## src/logic/chop_pkg.sv

```systemverilog
`default_nettype none
package chop_pkg;
    // Clock and chop timing
    localparam int CLK_HZ         = 125_000_000;
    localparam int CLK_PERIOD_PS  = 8000;
    localparam int CHOP_HZ        = 925;
    localparam int HALF_CHOP_CYC  = CLK_HZ / (2 * CHOP_HZ);
    localparam int BLANK_NS       = 180_000;
    localparam int BLANK_CYC      = (BLANK_NS * 1000 + CLK_PERIOD_PS - 1) / CLK_PERIOD_PS;
    localparam int SAMPLE_DLY_NS  = 200_000;
    localparam int SAMPLE_DLY_CYC = (SAMPLE_DLY_NS * 1000 + CLK_PERIOD_PS - 1) / CLK_PERIOD_PS;
    localparam int SAMPLE_LEN_NS  = 250_000;
    localparam int SAMPLE_LEN_CYC = (SAMPLE_LEN_NS * 1000) / CLK_PERIOD_PS;
    localparam int DRV_LEAD_NS    = 5_000;
    localparam int DRV_LEAD_CYC   = (DRV_LEAD_NS * 1000 + CLK_PERIOD_PS - 1) / CLK_PERIOD_PS;
    localparam int DRV_LAG_NS     = 10_000;
    localparam int DRV_LAG_CYC    = (DRV_LAG_NS * 1000 + CLK_PERIOD_PS - 1) / CLK_PERIOD_PS;
    localparam int SETTLE_NS      = 1_000;
    localparam int SETTLE_CYC     = (SETTLE_NS * 1000 + CLK_PERIOD_PS - 1) / CLK_PERIOD_PS;
    localparam int TIMER_W        = 17;

    // Conversion
    localparam int CODE_W = 14;

    // Register map (byte addresses)
    localparam logic [7:0] CTRL_OFS   = 8'h00;
    localparam logic [7:0] STATUS_OFS = 8'h04;
    localparam logic [7:0] RESULT_OFS = 8'h08;

    // Control fields
    localparam int RANGE_LSB = 0;
    localparam int RANGE_W   = 3;
    localparam int ZSEL_BIT  = 4;
    localparam int START_BIT = 8;
    localparam logic [2:0] RANGE_RST = 3'h5;

    // Status fields
    localparam int ST_DONE  = 0;
    localparam int ST_BUSY  = 1;
    localparam int ST_COMP  = 2;
    localparam int ST_PHASE = 3;
    localparam int ST_BLANK = 4;
    localparam int ST_DRV_A = 5;

    typedef enum logic [2:0] {
        RANGE_1 = 3'h1,
        RANGE_2 = 3'h2,
        RANGE_3 = 3'h3,
        RANGE_4 = 3'h4,
        RANGE_5 = 3'h5
    } range_t;
endpackage : chop_pkg
`default_nettype wire

```

## src/logic/sar_if.sv

```systemverilog
`timescale 1ns/1ps
`default_nettype none
interface sar_if #(parameter int CODE_W = 14);
    logic              start;
    logic              comp;
    logic              busy;
    logic              done;
    logic [CODE_W-1:0] code;

    modport seq  (input start, input comp, output busy, output done, output code);
    modport ctrl (output start, output comp, input busy, input done, input code);
endinterface : sar_if
`default_nettype wire

```

## src/logic/chop_meter_ctrl.sv

```systemverilog
// What this block does
// - Drive, blanking and sample timing runs at 925 Hz chop
// - Double-rate tick plus complementary chop squares
// - Double-rate tick fires 180 us blanking one-shot
// - Blanking holds 180 us per chopper change
// - Tick also starts detector sample delay timer
// - Delay end fires one sample pulse per half
// - Pulse steered to current half's sample switch
// - Sample switches alternate, never both closed
// - Chop squares delayed, registered into chopper drives
// - Drives opposite; drive A longer and leads
// - First attenuator: pass or divide-by-100, exclusive
// - Second attenuator adds divide-by-10, three exclusive
// - Range decodes to attenuator switch pattern
// - Range 1 adds series filter resistance
// - Comparator input selects detector or Zener
// - Comparator result readable by controller
`timescale 1ns/1ps
`default_nettype none
module chop_meter_ctrl
    import chop_pkg::*;
#(
    parameter int HALF_CYC   = HALF_CHOP_CYC,
    parameter int BLANK_LEN  = BLANK_CYC,
    parameter int SAMPLE_DLY = SAMPLE_DLY_CYC,
    parameter int SAMPLE_LEN = SAMPLE_LEN_CYC
) (
    input  wire logic              clk_i,
    input  wire logic              sys_rst_i,
    input  wire logic              wb_cyc_i,
    input  wire logic              wb_stb_i,
    input  wire logic              wb_we_i,
    input  wire logic [7:0]        wb_adr_i,
    input  wire logic [3:0]        wb_sel_i,
    input  wire logic [31:0]       wb_dat_i,
    output logic      [31:0]       wb_dat_o,
    output logic                   wb_ack_o,
    input  wire logic              comparator_result_input_i,
    output logic                   chopper_drive_a_o,
    output logic                   chopper_drive_b_o,
    output logic                   blanking_hold_switch_o,
    output logic                   detector_sample_switch_a_o,
    output logic                   detector_sample_switch_b_o,
    output logic                   sample_filter_switch_o,
    output logic                   first_atten_pass_switch_o,
    output logic                   first_atten_div100_switch_o,
    output logic                   second_atten_pass_switch_o,
    output logic                   second_atten_div10_switch_o,
    output logic                   second_atten_div100_switch_o,
    output logic                   comparator_zener_select_o,
    output logic      [CODE_W-1:0] dac_code_o
);
    logic [TIMER_W-1:0] osc_cnt_reg;
    logic               tick_reg;
    logic               phase_reg;
    logic               phase_n_reg;
    logic [TIMER_W-1:0] edge_cnt_reg;
    logic               delay_active;
    logic               delay_done;
    logic               sample_active;
    logic [2:0]         range_reg;
    logic               start_reg;
    logic               wb_req;

    sar_if #(.CODE_W(CODE_W)) sar ();

    // Master oscillator: tick at twice the chop rate
    always_ff @(posedge clk_i) begin
        if (sys_rst_i) begin
            osc_cnt_reg <= '0;
            tick_reg    <= 1'b0;
        end else if (osc_cnt_reg == TIMER_W'(HALF_CYC - 1)) begin
            osc_cnt_reg <= '0;
            tick_reg    <= 1'b1;
        end else begin
            osc_cnt_reg <= osc_cnt_reg + 1'b1;
            tick_reg    <= 1'b0;
        end
    end

    // Complementary chop-rate squares
    always_ff @(posedge clk_i) begin
        if (sys_rst_i) begin
            phase_reg   <= 1'b0;
            phase_n_reg <= 1'b1;
        end else if (tick_reg) begin
            phase_reg   <= ~phase_reg;
            phase_n_reg <= phase_reg;
        end
    end

    // Cycles since the last chop edge, saturating
    always_ff @(posedge clk_i) begin
        if (sys_rst_i) begin
            edge_cnt_reg <= '0;
        end else if (tick_reg) begin
            edge_cnt_reg <= '0;
        end else if (edge_cnt_reg != '1) begin
            edge_cnt_reg <= edge_cnt_reg + 1'b1;
        end
    end

    // Delayed, registered chopper drives; A leads and is longer
    always_ff @(posedge clk_i) begin
        if (sys_rst_i) begin
            chopper_drive_a_o <= 1'b0;
            chopper_drive_b_o <= 1'b0;
        end else begin
            if (phase_reg) begin
                chopper_drive_a_o <= (edge_cnt_reg >= TIMER_W'(DRV_LEAD_CYC));
                chopper_drive_b_o <= (edge_cnt_reg < TIMER_W'(DRV_LAG_CYC)) && chopper_drive_b_o;
            end else begin
                chopper_drive_a_o <= (edge_cnt_reg < TIMER_W'(DRV_LAG_CYC)) && chopper_drive_a_o;
                chopper_drive_b_o <= phase_n_reg && (edge_cnt_reg >= TIMER_W'(DRV_LAG_CYC));
            end
        end
    end

    // Spike blanking hold after every chop edge
    pulse_timer #(
        .CW    (TIMER_W),
        .COUNT (BLANK_LEN)
    ) u_blank (
        .clk_i     (clk_i),
        .sys_rst_i (sys_rst_i),
        .trig_i    (tick_reg),
        .active_o  (blanking_hold_switch_o),
        .done_o    ()
    );

    // Delay before the detector sample
    pulse_timer #(
        .CW    (TIMER_W),
        .COUNT (SAMPLE_DLY)
    ) u_sdelay (
        .clk_i     (clk_i),
        .sys_rst_i (sys_rst_i),
        .trig_i    (tick_reg),
        .active_o  (delay_active),
        .done_o    (delay_done)
    );

    // Sample pulse once per half cycle
    pulse_timer #(
        .CW    (TIMER_W),
        .COUNT (SAMPLE_LEN)
    ) u_sample (
        .clk_i     (clk_i),
        .sys_rst_i (sys_rst_i),
        .trig_i    (delay_done),
        .active_o  (sample_active),
        .done_o    ()
    );

    // Steer the sample pulse to the switch of the current half
    always_ff @(posedge clk_i) begin
        if (sys_rst_i) begin
            detector_sample_switch_a_o <= 1'b0;
            detector_sample_switch_b_o <= 1'b0;
        end else begin
            detector_sample_switch_a_o <= sample_active && !delay_active && !tick_reg && phase_reg;
            detector_sample_switch_b_o <= sample_active && !delay_active && !tick_reg && !phase_reg;
        end
    end

    // Range decode to attenuator switches
    always_ff @(posedge clk_i) begin
        if (sys_rst_i) begin
            first_atten_pass_switch_o    <= 1'b0;
            first_atten_div100_switch_o  <= 1'b1;
            second_atten_pass_switch_o   <= 1'b0;
            second_atten_div10_switch_o  <= 1'b0;
            second_atten_div100_switch_o <= 1'b1;
            sample_filter_switch_o       <= 1'b0;
        end else begin
            first_atten_pass_switch_o    <= (range_reg == RANGE_1) || (range_reg == RANGE_2);
            first_atten_div100_switch_o  <= !((range_reg == RANGE_1) || (range_reg == RANGE_2));
            second_atten_pass_switch_o   <= (range_reg == RANGE_1) || (range_reg == RANGE_3);
            second_atten_div10_switch_o  <= (range_reg == RANGE_2) || (range_reg == RANGE_4);
            second_atten_div100_switch_o <= !((range_reg == RANGE_1) || (range_reg == RANGE_2)
                                             || (range_reg == RANGE_3) || (range_reg == RANGE_4));
            sample_filter_switch_o       <= (range_reg == RANGE_1);
        end
    end

    // Wishbone slave: one wait state, then ack for one cycle
    assign wb_req = wb_cyc_i && wb_stb_i && !wb_ack_o;

    always_ff @(posedge clk_i) begin
        if (sys_rst_i) begin
            wb_ack_o <= 1'b0;
        end else begin
            wb_ack_o <= wb_req;
        end
    end

    // Control register writes
    always_ff @(posedge clk_i) begin
        if (sys_rst_i) begin
            range_reg                 <= RANGE_RST;
            comparator_zener_select_o <= 1'b0;
            start_reg                 <= 1'b0;
        end else begin
            start_reg <= 1'b0;
            if (wb_req && wb_we_i && (wb_adr_i == CTRL_OFS)) begin
                if (wb_sel_i[0]) begin
                    range_reg                 <= wb_dat_i[RANGE_LSB +: RANGE_W];
                    comparator_zener_select_o <= wb_dat_i[ZSEL_BIT];
                end
                if (wb_sel_i[1] && wb_dat_i[START_BIT] && !sar.busy) begin
                    start_reg <= 1'b1;
                end
            end
        end
    end

    // Register reads
    always_ff @(posedge clk_i) begin
        if (sys_rst_i) begin
            wb_dat_o <= '0;
        end else if (wb_req && !wb_we_i) begin
            case (wb_adr_i)
                CTRL_OFS: begin
                    wb_dat_o                          <= '0;
                    wb_dat_o[RANGE_LSB +: RANGE_W]    <= range_reg;
                    wb_dat_o[ZSEL_BIT]                <= comparator_zener_select_o;
                end
                STATUS_OFS: begin
                    wb_dat_o           <= '0;
                    wb_dat_o[ST_DONE]  <= sar.done;
                    wb_dat_o[ST_BUSY]  <= sar.busy;
                    wb_dat_o[ST_COMP]  <= comparator_result_input_i;
                    wb_dat_o[ST_PHASE] <= phase_reg;
                    wb_dat_o[ST_BLANK] <= blanking_hold_switch_o;
                    wb_dat_o[ST_DRV_A] <= chopper_drive_a_o;
                end
                RESULT_OFS: begin
                    wb_dat_o <= {{(32 - CODE_W){1'b0}}, sar.code};
                end
                default: begin
                    wb_dat_o <= '0;
                end
            endcase
        end
    end

    // Successive-approximation conversion
    assign sar.start  = start_reg;
    assign sar.comp   = comparator_result_input_i;
    assign dac_code_o = sar.code;

    sar_sequencer u_sar (
        .clk_i     (clk_i),
        .sys_rst_i (sys_rst_i),
        .sar       (sar.seq)
    );
endmodule : chop_meter_ctrl
`default_nettype wire

```

## src/logic/pulse_timer.sv

```systemverilog
`timescale 1ns/1ps
`default_nettype none
module pulse_timer #(
    parameter int CW    = 17,
    parameter int COUNT = 100
) (
    input  wire logic clk_i,
    input  wire logic sys_rst_i,
    input  wire logic trig_i,
    output logic      active_o,
    output logic      done_o
);
    logic [CW-1:0] cnt_reg;

    // Active for COUNT cycles after a trigger, retriggerable
    always_ff @(posedge clk_i) begin
        if (sys_rst_i) begin
            cnt_reg  <= '0;
            active_o <= 1'b0;
            done_o   <= 1'b0;
        end else begin
            done_o <= 1'b0;
            if (trig_i) begin
                cnt_reg  <= CW'(COUNT - 1);
                active_o <= 1'b1;
            end else if (active_o) begin
                if (cnt_reg == '0) begin
                    active_o <= 1'b0;
                    done_o   <= 1'b1;
                end else begin
                    cnt_reg <= cnt_reg - 1'b1;
                end
            end
        end
    end
endmodule : pulse_timer
`default_nettype wire

```

## src/logic/sar_sequencer.sv

```systemverilog
`timescale 1ns/1ps
`default_nettype none
module sar_sequencer
    import chop_pkg::*;
#(
    parameter int SETTLE = SETTLE_CYC
) (
    input  wire logic clk_i,
    input  wire logic sys_rst_i,
    sar_if.seq        sar
);
    typedef enum logic [1:0] {S_IDLE, S_SETTLE, S_DECIDE} sar_state_t;

    sar_state_t  state_reg;
    logic [3:0]  bit_reg;
    logic [7:0]  wait_reg;

    always_ff @(posedge clk_i) begin
        if (sys_rst_i) begin
            state_reg <= S_IDLE;
            bit_reg   <= '0;
            wait_reg  <= '0;
            sar.code  <= '0;
            sar.busy  <= 1'b0;
            sar.done  <= 1'b0;
        end else begin
            case (state_reg)
                S_IDLE: begin
                    if (sar.start) begin
                        sar.code             <= '0;
                        sar.code[CODE_W-1]   <= 1'b1;
                        bit_reg              <= 4'(CODE_W - 1);
                        wait_reg             <= 8'(SETTLE - 1);
                        sar.busy             <= 1'b1;
                        sar.done             <= 1'b0;
                        state_reg            <= S_SETTLE;
                    end
                end
                S_SETTLE: begin
                    if (wait_reg == '0) begin
                        state_reg <= S_DECIDE;
                    end else begin
                        wait_reg <= wait_reg - 1'b1;
                    end
                end
                S_DECIDE: begin
                    if (!sar.comp) begin
                        sar.code[bit_reg] <= 1'b0;
                    end
                    if (bit_reg == '0) begin
                        sar.busy  <= 1'b0;
                        sar.done  <= 1'b1;
                        state_reg <= S_IDLE;
                    end else begin
                        sar.code[bit_reg - 1'b1] <= 1'b1;
                        bit_reg                  <= bit_reg - 1'b1;
                        wait_reg                 <= 8'(SETTLE - 1);
                        state_reg                <= S_SETTLE;
                    end
                end
                default: state_reg <= S_IDLE;
            endcase
        end
    end
endmodule : sar_sequencer
`default_nettype wire

```

## config.mk

```make
export PLATFORM = sky130hd
export DESIGN_NAME = chop_meter_ctrl
export DESIGN_NICKNAME = d
export VERILOG_FILES = /design/src/logic/chop_pkg.sv /design/src/logic/sar_if.sv /design/src/logic/chop_meter_ctrl.sv /design/src/logic/pulse_timer.sv /design/src/logic/sar_sequencer.sv
export SDC_FILE = /design/constraint.sdc
export NUM_CORES = 1
export LEC_CHECK = 0
export ABC_AREA = 1
export BUFFER_PORTS_ARGS = -buffer_cell sky130_fd_sc_hd__buf_2
export CAP_MARGIN = 20
export CORE_MARGIN = 5
export CORE_UTILIZATION = 50
export CTS_CLUSTER_SIZE = 16
export DETAILED_ROUTE_END_ITERATION = 8
export GPL_ROUTABILITY_DRIVEN = 0
export PLACE_DENSITY = 0.71
export SLEW_MARGIN = 20
export SYNTH_ARGS = -nofsm -noshare
export SYNTH_HDL_FRONTEND = slang
export SYNTH_SLANG_ARGS = --single-unit
```

## constraint.sdc

```tcl
create_clock -name clk_i -period 3.44 [get_ports clk_i]
set_clock_uncertainty 0.2 [all_clocks]
set_input_delay 0.516 -clock clk_i [delete_from_list [all_inputs] [get_ports clk_i]]
set_output_delay 0.516 -clock clk_i [all_outputs]
set_load 0.05 [all_outputs]
```

; Word-level counts from Yosys, hierarchy flattened
; Index checks and enable logic that the tools add are counted.
[totals]
reg_bits = 170
latch_bits = 0
ram_bits = 0
mem_bits_ro = 0
in_bits = 50
word_cells = 186
mem_count = 0
[op_classes]
n_addsub = 7
n_mul = 0
div = 0
n_lt_le_gt_ge = 7
eq_ne = 18
shift = 0
muxes = 51
bitwise = 9
n_reduce_logical = 58
[ops]
columns = operator, n
row1 = 2-to-1 mux 15 bit, 9
row2 = 2-to-1 mux 14 bit, 5
row3 = zero test 17 bit, 3
row4 = subtractor 17 x 1 -> 17 bit (second input constant), 3
row5 = case mux 14 bit (3 select lines), 1
row6 = adder 17 x 1 -> 17 bit (second input constant), 2
row7 = case mux 14 bit (2 select lines), 1
row8 = 2-to-1 mux 8 bit, 3
row9 = case mux 8 bit (3 select lines), 1
row10 = 2-to-1 mux 1 bit, 21
row11 = AND reduction 2 bit, 9
row12 = equality test 17 bit (second input constant), 1
row13 = greater-or-equal comparator 17 x 10 -> 1 bit (second input constant), 1
row14 = greater-or-equal comparator 17 x 11 -> 1 bit (second input constant), 1
row15 = < comparator 17 x 11 -> 1 bit (second input constant), 1
row16 = != test 17 bit (second input constant), 1
row17 = logical AND 1 bit, 16
row18 = zero test 8 bit, 2
row19 = bitwise AND 14 bit, 1
row20 = inverter 14 bit, 1
row21 = OR 14 bit, 1
row22 = != test 2 bit (second input constant), 6
row23 = < comparator 4 x 5 -> 1 bit (second input constant), 2
row24 = demux 1 bit (select 4 bit), 2
row25 = other kinds (27), 56

; Longest topological paths before layout
[logic_depth]
word_depth = 12
depth_mapped = 15
mapped_depth_nobuf = 15

; Cells and area by module
; A second synthesis with hierarchy kept.
[unflattened]
cells_unflattened = 1260
area_unflattened_um2 = 8562.0
[modules_own_cells]
columns = mod, instances, cells_per_inst, area_each_um2
row1 = chop_meter_ctrl, 1, 465, 3379.5
row2 = sar_sequencer, 1, 247, 1687.9
row3 = pulse_timer (u_sdelay), 1, 186, 1187.4
row4 = pulse_timer (u_sample), 1, 185, 1164.9
row5 = pulse_timer (u_blank), 1, 177, 1142.3

; Worst setup path before layout
; OpenSTA, ideal clock, no wires.
[synth_timing]
path_type = register to register
from = reg edge_cnt_reg[0]
to = reg edge_cnt_reg[13]
t_arrival_ns = 1.935
required_time_ns = 3.121
setup_slack_ns = 1.186
path_stages_with_launch = 16
path_buffers = 0
path_cell_list = dfxtp_1 -> ha_1 -> inv_1 -> nor3_1 -> nand2_1 -> inv_1 -> and3_1 -> ha_1 -> inv_2 -> nand2_1 -> nor2_2 -> nand4_1 -> inv_1 -> nand2_1 -> o21ai_0 -> a21oi_1
[synth_between]
elab_chain_len = 1
[synth_lines]
columns = item, line
row1 = "start, declared", chop_meter_ctrl.sv:57  ; logic [TIMER_W-1:0] edge_cnt_reg;
row2 = "start signal, assigned", chop_meter_ctrl.sv:99  ; edge_cnt_reg <= edge_cnt_reg + 1'b1;
row3 = adder 17 x 1 -> 17 bit / != test 17 bit (equally long branches), "chop_meter_ctrl.sv:99, chop_meter_ctrl.sv:98"
; Parallel ways exist; a longest one is shown, timed or not.
; A chain may end at the register's enable or synchronous reset.

; Final worst setup path
; Ends and elaborated chain as after synthesis.

==> results by group <==
Cells and area
  • Antenna cells: 0
  • Most frequent cells in the layout: 288 x nand2_1, 166 x nor2_1, 154 x inv_1
  • Final layout net count: around 1300
  • Number of fill cells: 1587
  • Synthesis-to-finish area growth: 12.4%
  • Most common cell after layout, fill and taps aside: nand2_1
  • Share of cells above drive strength 1: 0.105
  • Util after Layout: 0.569

Yosys
  • Post-synth cell types: 40
  • Avg Inst Size Synth: roughly 6.7 um2
  • Syn Inst Count: between 1000 and 1500
  • Number of synthesized register bits: 152
  • Post-synth EDFFs: 0
  • Synth Cell Area: roughly 0.008 mm2
  • Synth warnings: 0
  • Post-synthesis sequential area ratio: 0.381
  • Primary FF master, synth: dfxtp_1
  • Fraction of registers with async set/reset: 0

Die
  • Row count: 46
  • Floorplan Core Area: ~0.016 mm2
  • Vert. Die Dim: about 140 um
  • Die width: between 100 and 150 um
  • Effective utilization at floorplan: 0.506
  • IO Count: 109
  • Die ar.: around 0.019 mm2

STA
  • Slew @ Worst Pin: 913 ps
  • Rel. slew slack: 0.391
  • Final worst slack: 870 ps
  • RSZ-0062 raised after global routing: no
  • Final Max Slew Viols: 0
  • Setup violators final: 0
  • Fin crit period: 2570 ps
  • Final hold vios: 0
  • Final period util: 0.747
  • Achievable Freq: slightly below 400 MHz
  • Final setup TNS: 0 ps

Route
  • Vias per inst: 5.00
  • Iter 0 DRT Violations: about 450
  • Residual DRC: 0
  • Post-route ant nets: 0
  • Vias: about 7400
  • DR pass1 iterations: 7
  • Final WL: ~18 mm
  • Wire per inst: between 10 and 15 um

Power
  • Logic pwr share: 0.034
  • Clock power frac: 0.509
  • Power Internal: between 0.003 and 0.004 W
  • Max IR drop VDD: approximately 0.36 mV
  • Net Switching: about 0.00085 W
  • Sequential share of power: 0.457
  • Power Density: 433 mW/mm2
  • Switching Share: 0.220
  • Final Power: 0.00388 W
  • Pleak: between 4 and 5 nW

Place
  • Count of input and output buffers: a little over 60
  • Hpwl dp: around 13 mm
  • Dpl ws: roughly 890 ps

Worst setup path
  • Worst-path maximum fanout: 10
  • CP Buf/Inv Count: 4
  • Crit-path slowest cell: dfxtp_1
  • Critical path type: flip-flop to flip-flop
  • Critical Path Start Type: flip-flop
  • Top delay family on crit path: simple AND/OR/NAND/NOR gates
  • FF-to-FF Start: edge_cnt_reg[0]
  • Crit-path max cell delay: about 340 ps
  • Critical path capture point type: flip-flop
  • Crit path from: edge_cnt_reg[0]
  • Critical path required time: 3550 ps
  • Critical path arrival: 2680 ps
  • CP cell instances: ha_1, inv_1, nor3_1, nand2_1, inv_1, and3_1, ha_1, inv_2, nand2_1, nor2_2, nand4_1, inv_1, nand2_1, o21ai_0, a21oi_1

Global route
  • Number of global-route vias before repair: roughly 6600
  • Initial antenna violation count: 0
  • GRT Total Usage: 0.203
  • GR Overflow Total: 0
  • Global-route wire length before repair: ~31 mm
  • Largest net degree at the start of global routing: 56

Clocking
  • TritonCTS Buffers: 17
  • Root buf cell: clkbuf_16
  • TritonCTS clock tree: yes
  • # H-tree levels: 4
  • Post_cts resized: 0
  • Sink Count: 152
  • Clk_lat worst skew: roughly 420 ps
  • Hold-fix buffers at CTS: 0
  • Post-CTS Setup Inserts: 0
  • Reg clk slew, reported paths: about 60 ps
  • Clk buf depth: 2

Outcome
  • Outcome: finished, final reports clean

Min path
  • Hold_sp: wb_dat_i[4]
  • Hold Path Class: input port to flip-flop

Run
  • Max-cap viol count: 0
[synth_stat cells (all sizes together) (2+ instances only)]
master / n / area share
nand4: 36 / 0.028
inv: 159 / 0.075
o31ai: 2 / 0.0019
a211oi: 3 / 0.0034
or2: 2 / 0.0016
clkbuf: 14 / 0.0066
clkinv: 3 / 0.0014
xnor2: 10 / 0.011
o211ai: 6 / 0.0056
a21oi: 87 / 0.056
nor2: 177 / 0.089
a22oi: 2 / 0.0019
xor2: 18 / 0.021
nand2: 297 / 0.14
ha: 15 / 0.024
nor3: 18 / 0.012
buf: 35 / 0.032
and3: 3 / 0.0024
dfxtp: 152 / 0.38
o21ai: 43 / 0.027
nor3b: 3 / 0.0028
a31oi: 3 / 0.0024
nand3: 107 / 0.070
[routing by layer]
| layer | up-vias | GRT usage | share of wire |
|---|---|---|---|
| li1 | 3890 | - | - |
| met1 | 3319 | 0.288 | 0.49 |
| met2 | 174 | 0.311 | 0.45 |
| met3 | 18 | 0.0422 | 0.051 |
| met4 | 0 | 0.0582 | 0.011 |
| met5 | - | 0 | 0 |
[power groups by stage]
stage               Sequential (W)  Clock (W)  Combinational (W)
floorplan                  0.00181          0           0.000114
global placement           0.00181          0           0.000130
detailed placement         0.00181          0           0.000132
CTS                        0.00177    0.00201           0.000132
global route               0.00177    0.00210           0.000145
finish                     0.00177    0.00198           0.000132
[through the flow]
step	instance area (um2)	instances	hold WS, ps
final	8970	1480	138
after global routing	8970	1480	142
after detailed placement	8350	1448	249
after CTS	8970	1480	125
after global placement	8350	1448	244
after floorplan	8050	1215	222
[worst register-to-register path, cell delays in order, from the launching register on]
cell	delay, ps
dfxtp_1	340
ha_1	230
inv_1	70
nor3_1	60
nand2_1	70
inv_1	50
and3_1	130
ha_1	250
inv_2	170
nand2_1	110
nor2_2	190
nand4_1	170
inv_1	150
nand2_1	90
o21ai_0	150
a21oi_1	50
[final timing paths]
kind	end	depth (start not counted)	slack, ps
worst max-delay path	edge_cnt_reg[13]	15	870
worst min-delay path	comparator_zener_select_o	3	140
worst max register to register	edge_cnt_reg[13]	15	870
worst min register to register	u_blank.cnt_reg[16]	2	260
[cells by family after synthesis]
family          count (synthesis)  share of synthesized area
compound gates                147                     0.0995
buf+inv                       211                      0.114
simple gates                  644                      0.349
fa+ha+maj                      15                     0.0235
other cells                     1                   0.000470
xor+xnor                       28                     0.0317
flops                         152                      0.381
[area by class of cell]
type / count / area (um2) / area share
Clock buffer: 21 / 450 / 0.0502
Tap cell: 216 / 270 / 0.0301
Multi-Input combinational cell: 852 / 4090 / 0.456
Inverter: 162 / 608 / 0.0678
Timing Repair Buffer: 66 / 343 / 0.0382
Sequential cell: 152 / 3040 / 0.339
Clock inverter: 11 / 171 / 0.0191
Note: power is estimated with default switching activity, not from simulation.
